File: src/psg_pkg.sv
// Constants for the phase share group configuration block: command codes,
// field positions, reset values and timing figures.
// Assumes a single 100 MHz controller clock and a byte-coded command port.
package psg_pkg;

  // Command codes on the management port
  localparam logic [7:0] CMD_RAIL_BUS   = 8'hE0;
  localparam logic [7:0] CMD_LOAD_SHARE = 8'hE1;
  localparam logic [7:0] CMD_USER       = 8'hE2;
  localparam logic [7:0] CMD_MAKER      = 8'hE3;
  localparam logic [7:0] CMD_EXTRA      = 8'hE4;

  // Reset values
  localparam logic [15:0] RST_RAIL_BUS   = 16'h0000;
  localparam logic [15:0] RST_LOAD_SHARE = 16'h0000;
  localparam logic [15:0] RST_USER       = 16'h0001;
  localparam logic [15:0] RST_MAKER      = 16'h0000;
  localparam logic [15:0] RST_EXTRA      = 16'h0000;

  // rail_bus_setup fields
  localparam int RB_GROUP_LSB = 8;
  localparam int RB_TX_INH    = 5;
  localparam int RB_RAIL_LSB  = 0;
  // load_share_setup fields
  localparam int LS_COUNT_LSB = 5;
  localparam int LS_POS_LSB   = 2;
  localparam int LS_SHARE_EN  = 0;
  // phase_user_setup fields
  localparam int US_MINDUTY_LSB = 13;
  localparam int US_FAULT_SPRD  = 8;
  localparam int US_SYNC_IN     = 6;
  localparam int US_SYNC_OUT    = 5;
  localparam int US_STBY_LSB    = 0;
  localparam logic [2:0] MINDUTY_DIV256 = 3'h1;
  localparam logic [1:0] STBY_MONITOR   = 2'h1;
  localparam int MINDUTY_DIVISOR = 256;
  // maker_setup fields
  localparam int MK_BLANK_LSB = 11;
  localparam int MK_ALT_RAMP  = 2;
  localparam int MK_PUSHPULL  = 0;
  // extra_setup fields
  localparam int EX_BC_MARGIN = 15;
  localparam int EX_BC_ENABLE = 14;

  // Timing
  localparam int CLK_PERIOD_NS = 10;

  typedef enum logic [2:0] {
    PSG_IDLE    = 3'b001,
    PSG_RUN     = 3'b010,
    PSG_DROPPED = 3'b100
  } psg_state_t;

endpackage
File: src/psg_phase_share_group.sv
// Configuration and group-role logic of one power stage in a sharing group.
// Assumes peers report live/down status by position over the group bus and
// that all stages see the same bus view in the same cycle.
`timescale 1ns/100ps

module psg_phase_share_group #(
  parameter int MAX_POS = 8,
  parameter int CUR_W   = 12
) (
  input  wire logic             core_clk,
  input  wire logic             rst_n,
  // Management command port
  input  wire logic [7:0]       cmd_code,
  input  wire logic             cmd_wr,
  input  wire logic [15:0]      cmd_wdata,
  output logic [15:0]           cmd_rdata,
  output logic                  cmd_hit,
  // Local stage status
  input  wire logic             run_request,
  input  wire logic             local_fault,
  input  wire logic             restart_cfg,
  input  wire logic             onoff_from_bus,
  input  wire logic             bus_enable_cmd,
  input  wire logic             bus_margin_cmd,
  input  wire logic [CUR_W-1:0] local_current,
  // Group bus, peer view indexed by position
  input  wire logic [MAX_POS-1:0] peer_alive,
  input  wire logic [MAX_POS-1:0] peer_down,
  input  wire logic [CUR_W-1:0] share_current_rx,
  input  wire logic             bcast_enable_rx,
  input  wire logic             bcast_margin_rx,
  input  wire logic [4:0]       bcast_group_rx,
  output logic [CUR_W-1:0]      share_current_tx,
  output logic                  share_current_tx_valid,
  output logic                  bcast_enable_tx,
  output logic                  bcast_margin_tx,
  output logic [4:0]            bcast_group_tx,
  output logic                  fault_tx,
  output logic [4:0]            fault_rail_tx,
  // Stage controls
  output logic                  is_master,
  output logic [2:0]            master_pos,
  output logic                  stage_running,
  output logic                  group_restart,
  output logic [CUR_W-1:0]      share_reference,
  output logic                  group_enable,
  output logic                  group_margin,
  output logic                  min_duty_clamp,
  output logic [8:0]            min_duty_divisor,
  output logic                  monitor_active,
  output logic [4:0]            blank_cycles,
  output logic                  alt_ramp,
  // Phase clock pin
  input  wire logic             own_phase_clk,
  input  wire logic             sync_pin_i,
  output logic                  sync_pin_o,
  output logic                  sync_pin_oe,
  output logic                  sync_clk_sel
);

  // Elaboration checks; the position field is only three bits wide
  if (MAX_POS != 8) begin : g_bad_pos
    $error("MAX_POS must match the 3-bit position field");
  end
  if (CUR_W < 1) begin : g_bad_cur
    $error("CUR_W must be positive");
  end

  //////////////////////////////////////////////////////////////////////////////
  // Setup registers

  logic [15:0] rail_bus_setup;
  logic [15:0] load_share_setup;
  logic [15:0] phase_user_setup;
  logic [15:0] maker_setup;
  logic [15:0] extra_setup;

  // Blanking ns to clock cycles, rounded up so no edge slips through
  function automatic logic [4:0] ns_to_cycles(input logic [4:0] ns);
    int c;
    c = (int'(ns) + psg_pkg::CLK_PERIOD_NS - 1) / psg_pkg::CLK_PERIOD_NS;
    return c[4:0];
  endfunction

  // Whole-word stores; reserved bits kept as written, no effect
  always_ff @(posedge core_clk) begin
    if (!rst_n) begin
      rail_bus_setup   <= psg_pkg::RST_RAIL_BUS;
      load_share_setup <= psg_pkg::RST_LOAD_SHARE;
      phase_user_setup <= psg_pkg::RST_USER;
      maker_setup      <= psg_pkg::RST_MAKER;
      extra_setup      <= psg_pkg::RST_EXTRA;
    end else if (cmd_wr) begin
      unique case (cmd_code)
        psg_pkg::CMD_RAIL_BUS:   rail_bus_setup   <= cmd_wdata;
        psg_pkg::CMD_LOAD_SHARE: load_share_setup <= cmd_wdata;
        psg_pkg::CMD_USER:       phase_user_setup <= cmd_wdata;
        psg_pkg::CMD_MAKER:      maker_setup      <= cmd_wdata;
        psg_pkg::CMD_EXTRA:      extra_setup      <= cmd_wdata;
        default: ;
      endcase
    end
  end

  // Readback; unknown codes answer zero with no hit
  always_comb begin
    cmd_hit   = 1'b1;
    cmd_rdata = 16'h0000;
    unique case (cmd_code)
      psg_pkg::CMD_RAIL_BUS:   cmd_rdata = rail_bus_setup;
      psg_pkg::CMD_LOAD_SHARE: cmd_rdata = load_share_setup;
      psg_pkg::CMD_USER:       cmd_rdata = phase_user_setup;
      psg_pkg::CMD_MAKER:      cmd_rdata = maker_setup;
      psg_pkg::CMD_EXTRA:      cmd_rdata = extra_setup;
      default:                 cmd_hit   = 1'b0;
    endcase
  end

  //////////////////////////////////////////////////////////////////////////////
  // Field decode

  logic [4:0] bc_group;
  logic [4:0] rail_id;
  logic       tx_inhibit;
  logic [2:0] member_cnt;
  logic [2:0] own_pos;
  logic       share_en;
  logic       fault_spread;
  logic       sync_in_only;
  logic       sync_out_en;
  logic       bc_margin_en;
  logic       bc_enable_en;

  assign bc_group     = rail_bus_setup[psg_pkg::RB_GROUP_LSB +: 5];
  assign rail_id      = rail_bus_setup[psg_pkg::RB_RAIL_LSB +: 5];
  assign tx_inhibit   = rail_bus_setup[psg_pkg::RB_TX_INH];
  assign member_cnt   = load_share_setup[psg_pkg::LS_COUNT_LSB +: 3];
  assign own_pos      = load_share_setup[psg_pkg::LS_POS_LSB +: 3];
  assign share_en     = load_share_setup[psg_pkg::LS_SHARE_EN];
  assign fault_spread = phase_user_setup[psg_pkg::US_FAULT_SPRD];
  assign sync_in_only = phase_user_setup[psg_pkg::US_SYNC_IN];
  assign sync_out_en  = phase_user_setup[psg_pkg::US_SYNC_OUT];
  assign bc_margin_en = extra_setup[psg_pkg::EX_BC_MARGIN];
  // Broadcast enable is meaningless with pin on/off control
  assign bc_enable_en = extra_setup[psg_pkg::EX_BC_ENABLE] & onoff_from_bus;

  //////////////////////////////////////////////////////////////////////////////
  // Stage lifecycle

  psg_pkg::psg_state_t state;
  psg_pkg::psg_state_t next_state;
  logic                all_down;
  logic                next_restart;

  // Every configured member down, this stage included
  always_comb begin
    all_down = 1'b1;
    for (int i = 0; i < MAX_POS; i++) begin
      if (i <= int'(member_cnt)) begin
        if (i == int'(own_pos)) begin
          all_down = all_down & (state == psg_pkg::PSG_DROPPED);
        end else begin
          all_down = all_down & peer_down[i];
        end
      end
    end
  end

  // One synchronized restart only when the whole group is down
  assign next_restart = restart_cfg & all_down & share_en;

  always_comb begin
    next_state = state;
    unique case (state)
      psg_pkg::PSG_IDLE: begin
        if (local_fault) begin
          next_state = psg_pkg::PSG_DROPPED;
        end else if (run_request) begin
          next_state = psg_pkg::PSG_RUN;
        end
      end
      psg_pkg::PSG_RUN: begin
        if (local_fault) begin
          next_state = psg_pkg::PSG_DROPPED;
        end else if (!run_request) begin
          next_state = psg_pkg::PSG_IDLE;
        end
      end
      psg_pkg::PSG_DROPPED: begin
        // No way back but the group restart
        if (next_restart) begin
          next_state = psg_pkg::PSG_IDLE;
        end
      end
      default: next_state = psg_pkg::PSG_IDLE;
    endcase
  end

  always_ff @(posedge core_clk) begin
    if (!rst_n) begin
      state <= psg_pkg::PSG_IDLE;
    end else begin
      state <= next_state;
    end
  end

  // Restart pulse, one cycle per whole-group shutdown
  always_ff @(posedge core_clk) begin
    if (!rst_n) begin
      group_restart <= 1'b0;
    end else begin
      group_restart <= next_restart & (state == psg_pkg::PSG_DROPPED);
    end
  end

  assign stage_running = (state == psg_pkg::PSG_RUN);

  //////////////////////////////////////////////////////////////////////////////
  // Master election

  logic [2:0] next_master_pos;
  logic       found;

  // Lowest live position wins; a dropped member is skipped
  always_comb begin
    next_master_pos = own_pos;
    found           = 1'b0;
    for (int i = 0; i < MAX_POS; i++) begin
      if (!found && i <= int'(member_cnt)) begin
        if (i == int'(own_pos) ? (state != psg_pkg::PSG_DROPPED) : peer_alive[i]) begin
          next_master_pos = 3'(i);
          found           = 1'b1;
        end
      end
    end
  end

  always_ff @(posedge core_clk) begin
    if (!rst_n) begin
      master_pos <= 3'h0;
      is_master  <= 1'b0;
    end else begin
      master_pos <= next_master_pos;
      is_master  <= share_en & found & (next_master_pos == own_pos)
                    & (state != psg_pkg::PSG_DROPPED);
    end
  end

  //////////////////////////////////////////////////////////////////////////////
  // Group bus transmit and receive

  // Master publishes its current; slaves track the received figure
  always_ff @(posedge core_clk) begin
    if (!rst_n) begin
      share_current_tx       <= '0;
      share_current_tx_valid <= 1'b0;
      share_reference        <= '0;
    end else begin
      share_current_tx       <= local_current;
      share_current_tx_valid <= is_master & stage_running & !tx_inhibit;
      share_reference        <= is_master ? local_current : share_current_rx;
    end
  end

  // Relay local bus enable and margin to the broadcast group
  always_ff @(posedge core_clk) begin
    if (!rst_n) begin
      bcast_enable_tx <= 1'b0;
      bcast_margin_tx <= 1'b0;
      bcast_group_tx  <= 5'h00;
      fault_tx        <= 1'b0;
      fault_rail_tx   <= 5'h00;
    end else begin
      bcast_enable_tx <= bus_enable_cmd & bc_enable_en & !tx_inhibit;
      bcast_margin_tx <= bus_margin_cmd & bc_margin_en & !tx_inhibit;
      bcast_group_tx  <= bc_group;
      // Fault spreading only on the fault's first cycle
      fault_tx        <= fault_spread & !tx_inhibit & local_fault
                         & (state != psg_pkg::PSG_DROPPED);
      fault_rail_tx   <= rail_id;
    end
  end

  // Enable and margin as seen by this stage, local or from its group
  always_ff @(posedge core_clk) begin
    if (!rst_n) begin
      group_enable <= 1'b0;
      group_margin <= 1'b0;
    end else begin
      group_enable <= (bus_enable_cmd & onoff_from_bus)
                      | (bcast_enable_rx & bc_enable_en & (bcast_group_rx == bc_group));
      group_margin <= bus_margin_cmd
                      | (bcast_margin_rx & bc_margin_en & (bcast_group_rx == bc_group));
    end
  end

  //////////////////////////////////////////////////////////////////////////////
  // Stage controls from the user and maker setup

  always_ff @(posedge core_clk) begin
    if (!rst_n) begin
      min_duty_clamp   <= 1'b0;
      min_duty_divisor <= 9'h000;
      monitor_active   <= 1'b0;
      blank_cycles     <= 5'h00;
      alt_ramp         <= 1'b0;
    end else begin
      min_duty_clamp   <= phase_user_setup[psg_pkg::US_MINDUTY_LSB +: 3]
                          == psg_pkg::MINDUTY_DIV256;
      min_duty_divisor <= 9'(psg_pkg::MINDUTY_DIVISOR);
      monitor_active   <= phase_user_setup[psg_pkg::US_STBY_LSB +: 2]
                          == psg_pkg::STBY_MONITOR;
      blank_cycles     <= ns_to_cycles(maker_setup[psg_pkg::MK_BLANK_LSB +: 5]);
      alt_ramp         <= maker_setup[psg_pkg::MK_ALT_RAMP];
    end
  end

  //////////////////////////////////////////////////////////////////////////////
  // Phase clock pin

  logic drive_sync;

  // Input-only wins over output request, so a misconfigured slave never fights
  assign drive_sync = sync_out_en & !sync_in_only;

  always_ff @(posedge core_clk) begin
    if (!rst_n) begin
      sync_pin_o   <= 1'b0;
      sync_pin_oe  <= 1'b0;
      sync_clk_sel <= 1'b0;
    end else begin
      sync_pin_o   <= own_phase_clk;
      // Open drain only pulls low; push-pull drives both levels
      sync_pin_oe  <= drive_sync
                      & (maker_setup[psg_pkg::MK_PUSHPULL] | !own_phase_clk);
      sync_clk_sel <= !drive_sync & sync_pin_i;
    end
  end

endmodule

File: config.mk
export PLATFORM = sky130hd
export DESIGN_NAME = psg_phase_share_group
export DESIGN_NICKNAME = d
export VERILOG_FILES = /design/src/psg_pkg.sv /design/src/psg_phase_share_group.sv
export SDC_FILE = /design/constraint.sdc
export NUM_CORES = 1
export LEC_CHECK = 0
export BUFFER_PORTS_ARGS = -buffer_cell sky130_fd_sc_hd__buf_2
export CAP_MARGIN = 20
export CORE_UTILIZATION = 30
export DETAILED_ROUTE_END_ITERATION = 8
export SYNTH_ARGS = -nofsm -noshare
export SYNTH_HDL_FRONTEND = slang
export SYNTH_SLANG_ARGS = --single-unit
File: constraint.sdc
create_clock -name core_clk -period 2.7 [get_ports core_clk]
set_clock_uncertainty 0.2 [all_clocks]
set_input_delay 0.54 -clock core_clk [delete_from_list [all_inputs] [get_ports core_clk]]
set_output_delay 0.54 -clock core_clk [all_outputs]
set_load 0.02 [all_outputs]
# Word level (Yosys, flattened, before mapping)

Cells that the tools add are included.

Equality and inequality tests: 23
Div/mod/pow operators: 1
Add/sub/neg operators: 2
Reduce and logical (&&, ||, !) cells: 26
Bitwise logic cells: 41
Mux-type cells: 63
Order comparisons: 7

Operator list:

| cell                  | count |
|---|---|
| $pmux 16 s5           | 1 |
| $mux 3                | 20 |
| $eq 8x8->1 const B    | 5 |
| $mux 1                | 39 |
| $and 1x1->1           | 38 |
| $div 32x5->32 const B | 1 |
| $eq 3x3->1 const A    | 4 |
| $le 3x3->1 const A    | 4 |
| $mux 12               | 1 |
| $logic_not 1->1       | 11 |
| $reduce_and 2->1      | 5 |
| $mux 9                | 1 |
| $ne 3x3->1 const B    | 3 |
| $pmux 3 s3            | 1 |
| $logic_and 1x1->1     | 7 |
| $sub 6x1->7 const B   | 1 |
| $add 5x4->6 const B   | 1 |
| $eq 2x3->1 const A    | 2 |
| $eq 3x1->1 const B    | 2 |
| $le 2x3->1 const A    | 2 |
| $eq 5x5->1            | 1 |
| $reduce_or 5->1       | 1 |
| $eq 1x3->1 const A    | 1 |
| $eq 3x2->1 const B    | 1 |
| other kinds (8)       | 10 |

Input bits: 82
Output and inout bits: 83
Word-level logic and storage cells: 190
Flip-flop bits (word level): 148

# Depth between registers and ports, before layout

Depth in word-level cells: 27
Mapped depth: 13
Gate-level depth less buffers: 12

# Worst setup path after synthesis

Ideal clock, no wire load.

Path type: input-to-output
Start: input port cmd_code[3]
End: output port cmd_rdata[11]
Cell stages on the path: 7
Setup slack: -0.169 ns
Data arrival time: 2.129 ns
Data required time: 1.960 ns
Buffers on the path: 1
Cells stage by stage: nor2_1 -> nand4_1 -> nor4b_1 -> clkbuf_1 -> nand2_1 -> o21ai_0 -> a221o_1

Cells in the longest elaborated chain, start to end: 2
Elaborated cells between the ends (all ways): 6
Classes of those cells: 5 x eq/ne; 1 x mux

RTL lines:

| element         | line                         | text |
|---|---|---|
| start, declared | psg_phase_share_group.sv:13  | `input wire logic [7:0] cmd_code,` |
| $eq 8x8->1      | psg_phase_share_group.sv:109 | `unique case (cmd_code)` |
| $pmux 16 s5 *   | psg_phase_share_group.sv:109 |  |
| end, declared   | psg_phase_share_group.sv:16  | `output logic [15:0] cmd_rdata,` |

Mark *: on every way between the ends. The rest lies on a longest branch, timed or not.

# Worst setup path after layout

Start: input port cmd_code[3]
End: output port cmd_rdata[14]

The elaborated chain is that of the path after synthesis.

==> results.toml <==
[pwr]
powerDensity_nw_per_um2 = 564
p_leak_nw = 3.33
vdd_drop_max_v = 0.000433

[critical_path]
path_max_fanout = 9
setup.worst_path.start_class = "input port"
cp.arrival_ns = 2.00
critPathCaptureType = "output port"
required_ns = 1.96
critical_path_class = "in -> out"

[clock_tree]
htreeDepth = 4
cts_tree = "yes"
hold_buffers = 0
clk_pin_slew_ns = 0.06
cts-buffers-inserted = 17
clkLatencyLatePin_ns = 0.42
clk_path_buf_depth = 2
root_buffer = "clkbuf_16"
cts_sinks = 138

[floorplanning]
dieHeight_um = 144
rows = 51
dieArea_sq_um = 20700
die_x_um = 144
ios = 165
start_util = 0.308
core-area_sq_um = 19600

[finish]
drive_above_1_share = 0.291
nNetsFinal = 993
syn_to_final_growth_pct = 34.7
final_util = 0.415
fillers = 2003
layout_common_cells = "181 x nand2_1, 137 x dfxtp_1, 136 x buf_2, 90 x a21oi_1, 40 x buf_4"
diodes = 0
final_common_cell = "nand2_1"

[placed_design]
gp_congestion = 0.836
io_buffer_count = 154
pre_cts_ws_ns = -0.192
post-dp-hpwl_um = 13400

[synthesis]
synth_cells = 737
seq_area_frac_synth = 0.457
synth_xor_area_frac = 0.0160
async_flop_share = 0
synth_top_family_by_area = "simple AND/OR/NAND/NOR gates"
ys_warn_count = 0
syn-cell-area_sq_um = 6040
synth_seq_cells = 138
avgSynthCellArea_sq_um = 8.19
ys.flop_type = "dfxtp_1"
yosys.area_share.simple = 0.237
synth_cell_types = 62
synth_edf_count = 0
synth_compound_area_frac = 0.170
synth_fa_ha_area_frac = 0.0120
muxShareOfSynthArea = 0.0532

[timing]
hold_violations = 0
tightestPinTransition_ns = 0.558
hold_ws_ns = 0.127
max_freq_ghz = 0.365
relSlewSlack = 0.627
fin_ws_ns = -0.0421
final_max_slew_viol_count = 0
setup_violations = 12
period_share = 1.02
rsz0062_at_grt = "true"
fin_crit_ns = 2.74

[drt]
drt_pre_antenna_iters = 5
wl_um = 18500
dr.first_iter.drc_count = 334
vias = 5697
via_per_inst = 4.81
avgRoutedWirePerCell_um = 15.6
drc = 0
drtAntennaViolNets = 0

[run]
maxCapViolations = 0

[status]
violations = "negative setup slack"
status = "finished with violations"

[global_routing]
antenna_found_initial = 0
gr-usage-all-layers = 0.184
grt_pass1_vias = 5269
overflow = 0
grt_start_max_net_pins = 54
grt_pass1_wl_um = 28600

[worst_hold_path]
min_path_type = "in -> reg"
-- power breakdown --
group / total (mW) / switching, mW / internal, mW
clock network: 2.21 / 0.915 / 1.30
logic: 0.302 / 0.186 / 0.116
registers: 2.08 / 0.0106 / 2.07
total: 4.59 / 1.11 / 3.48
-- flip-flops by register name (all words and copies together) (netlist names), 3 cells and up --
signal and count:
share_current_tx 12, blank_cycles 3, extra_setup 16, fault_rail_tx 5, share_reference 12, phase_user_setup 16
rail_bus_setup 16, maker_setup 16, load_share_setup 16, state 3, master_pos 3, bcast_group_tx 5
-- cell families after synthesis --
kind of cell	count (synthesis)
compound gates	168
xor+xnor	11
fa+ha+maj	6
buf+inv	72
flops	138
mux	32
other cells	1
simple gates	309
-- cell usage after synthesis, types with 2 or more instances --
library cell	count	share of area
nor4b_2	3	0.0075
o21a_1	2	0.0025
xor2_1	5	0.0073
nor3_1	5	0.0041
buf_1	2	0.0012
or2_2	2	0.0021
a21oi_1	91	0.075
nand3_1	26	0.022
a21o_1	3	0.0037
buf_2	5	0.0041
nor4b_1	2	0.0029
nand2_1	181	0.11
mux2i_1	31	0.051
inv_1	9	0.0056
or3_1	2	0.0021
and2_1	24	0.025
nor2b_1	3	0.0031
o211ai_1	2	0.0025
o21ai_0	32	0.027
nor3b_1	6	0.0075
nand4_1	4	0.0041
ha_1	5	0.010
nor2_1	31	0.019
xnor2_1	6	0.0087
buf_4	10	0.012
dfxtp_1	138	0.46
a31oi_1	5	0.0052
clkbuf_1	45	0.028
and3_1	4	0.0041
a221o_1	16	0.027
nand3b_1	3	0.0037
a22oi_1	3	0.0037
nand2b_1	2	0.0021
-- worst paths after layout --
path	startpoint	depth (start not counted)	end	slack, ns
setup / recovery	cmd_code[3]	9	cmd_rdata[14]	-0.04
hold / removal	local_fault	2	state[1]	0.13
setup reg to reg	state[2]	7	is_master	0.20
hold reg to reg	maker_setup[8]	2	maker_setup[8]	0.25
-- metal layers --
metal  vias up  routed length, um  track usage
met5         -                  0            0
met4         0                227       0.0655
met3        15               1130       0.0423
met2       180               8620        0.302
met1      2657               8540        0.236
li1       2845                  -            -
-- through the flow --
stage	power (mW)	std cells	setup TNS (ns)	area (sq um)
final	4.59	1184	-0.209	8140
after floorplan	2.28	746	0	6100
after CTS	4.64	1182	-0.635	8060
after global routing	4.77	1184	-1.19	8140
after detailed placement	2.42	1149	-2.79	7350
after global placement	2.42	1149	-2.36	7350
-- final cells by class --
type,count,area [sq um],area share
clock buffers,19,443,0.0544
repair buffers,204,1360,0.167
flip-flops and latches,138,2760,0.340
multi-input cells,536,3090,0.379
clock inverters,13,120,0.0148
well taps,265,332,0.0408
inverters,9,33.8,0.00415
-- critical path, stage by stage --
cell	delay, ns
buf_6	0.09
nor2_4	0.09
nand4_1	0.15
buf_6	0.18
or3_4	0.36
buf_8	0.16
o21ai_2	0.14
a221o_1	0.14
buf_4	0.14
-- what timing repair did --
item,in CTS,in global routing
pin swaps,1,10
setup buffers,1,2
resized for setup,55,18
setup endpoints to repair,16,18
(Power assumes the default switching activity.)
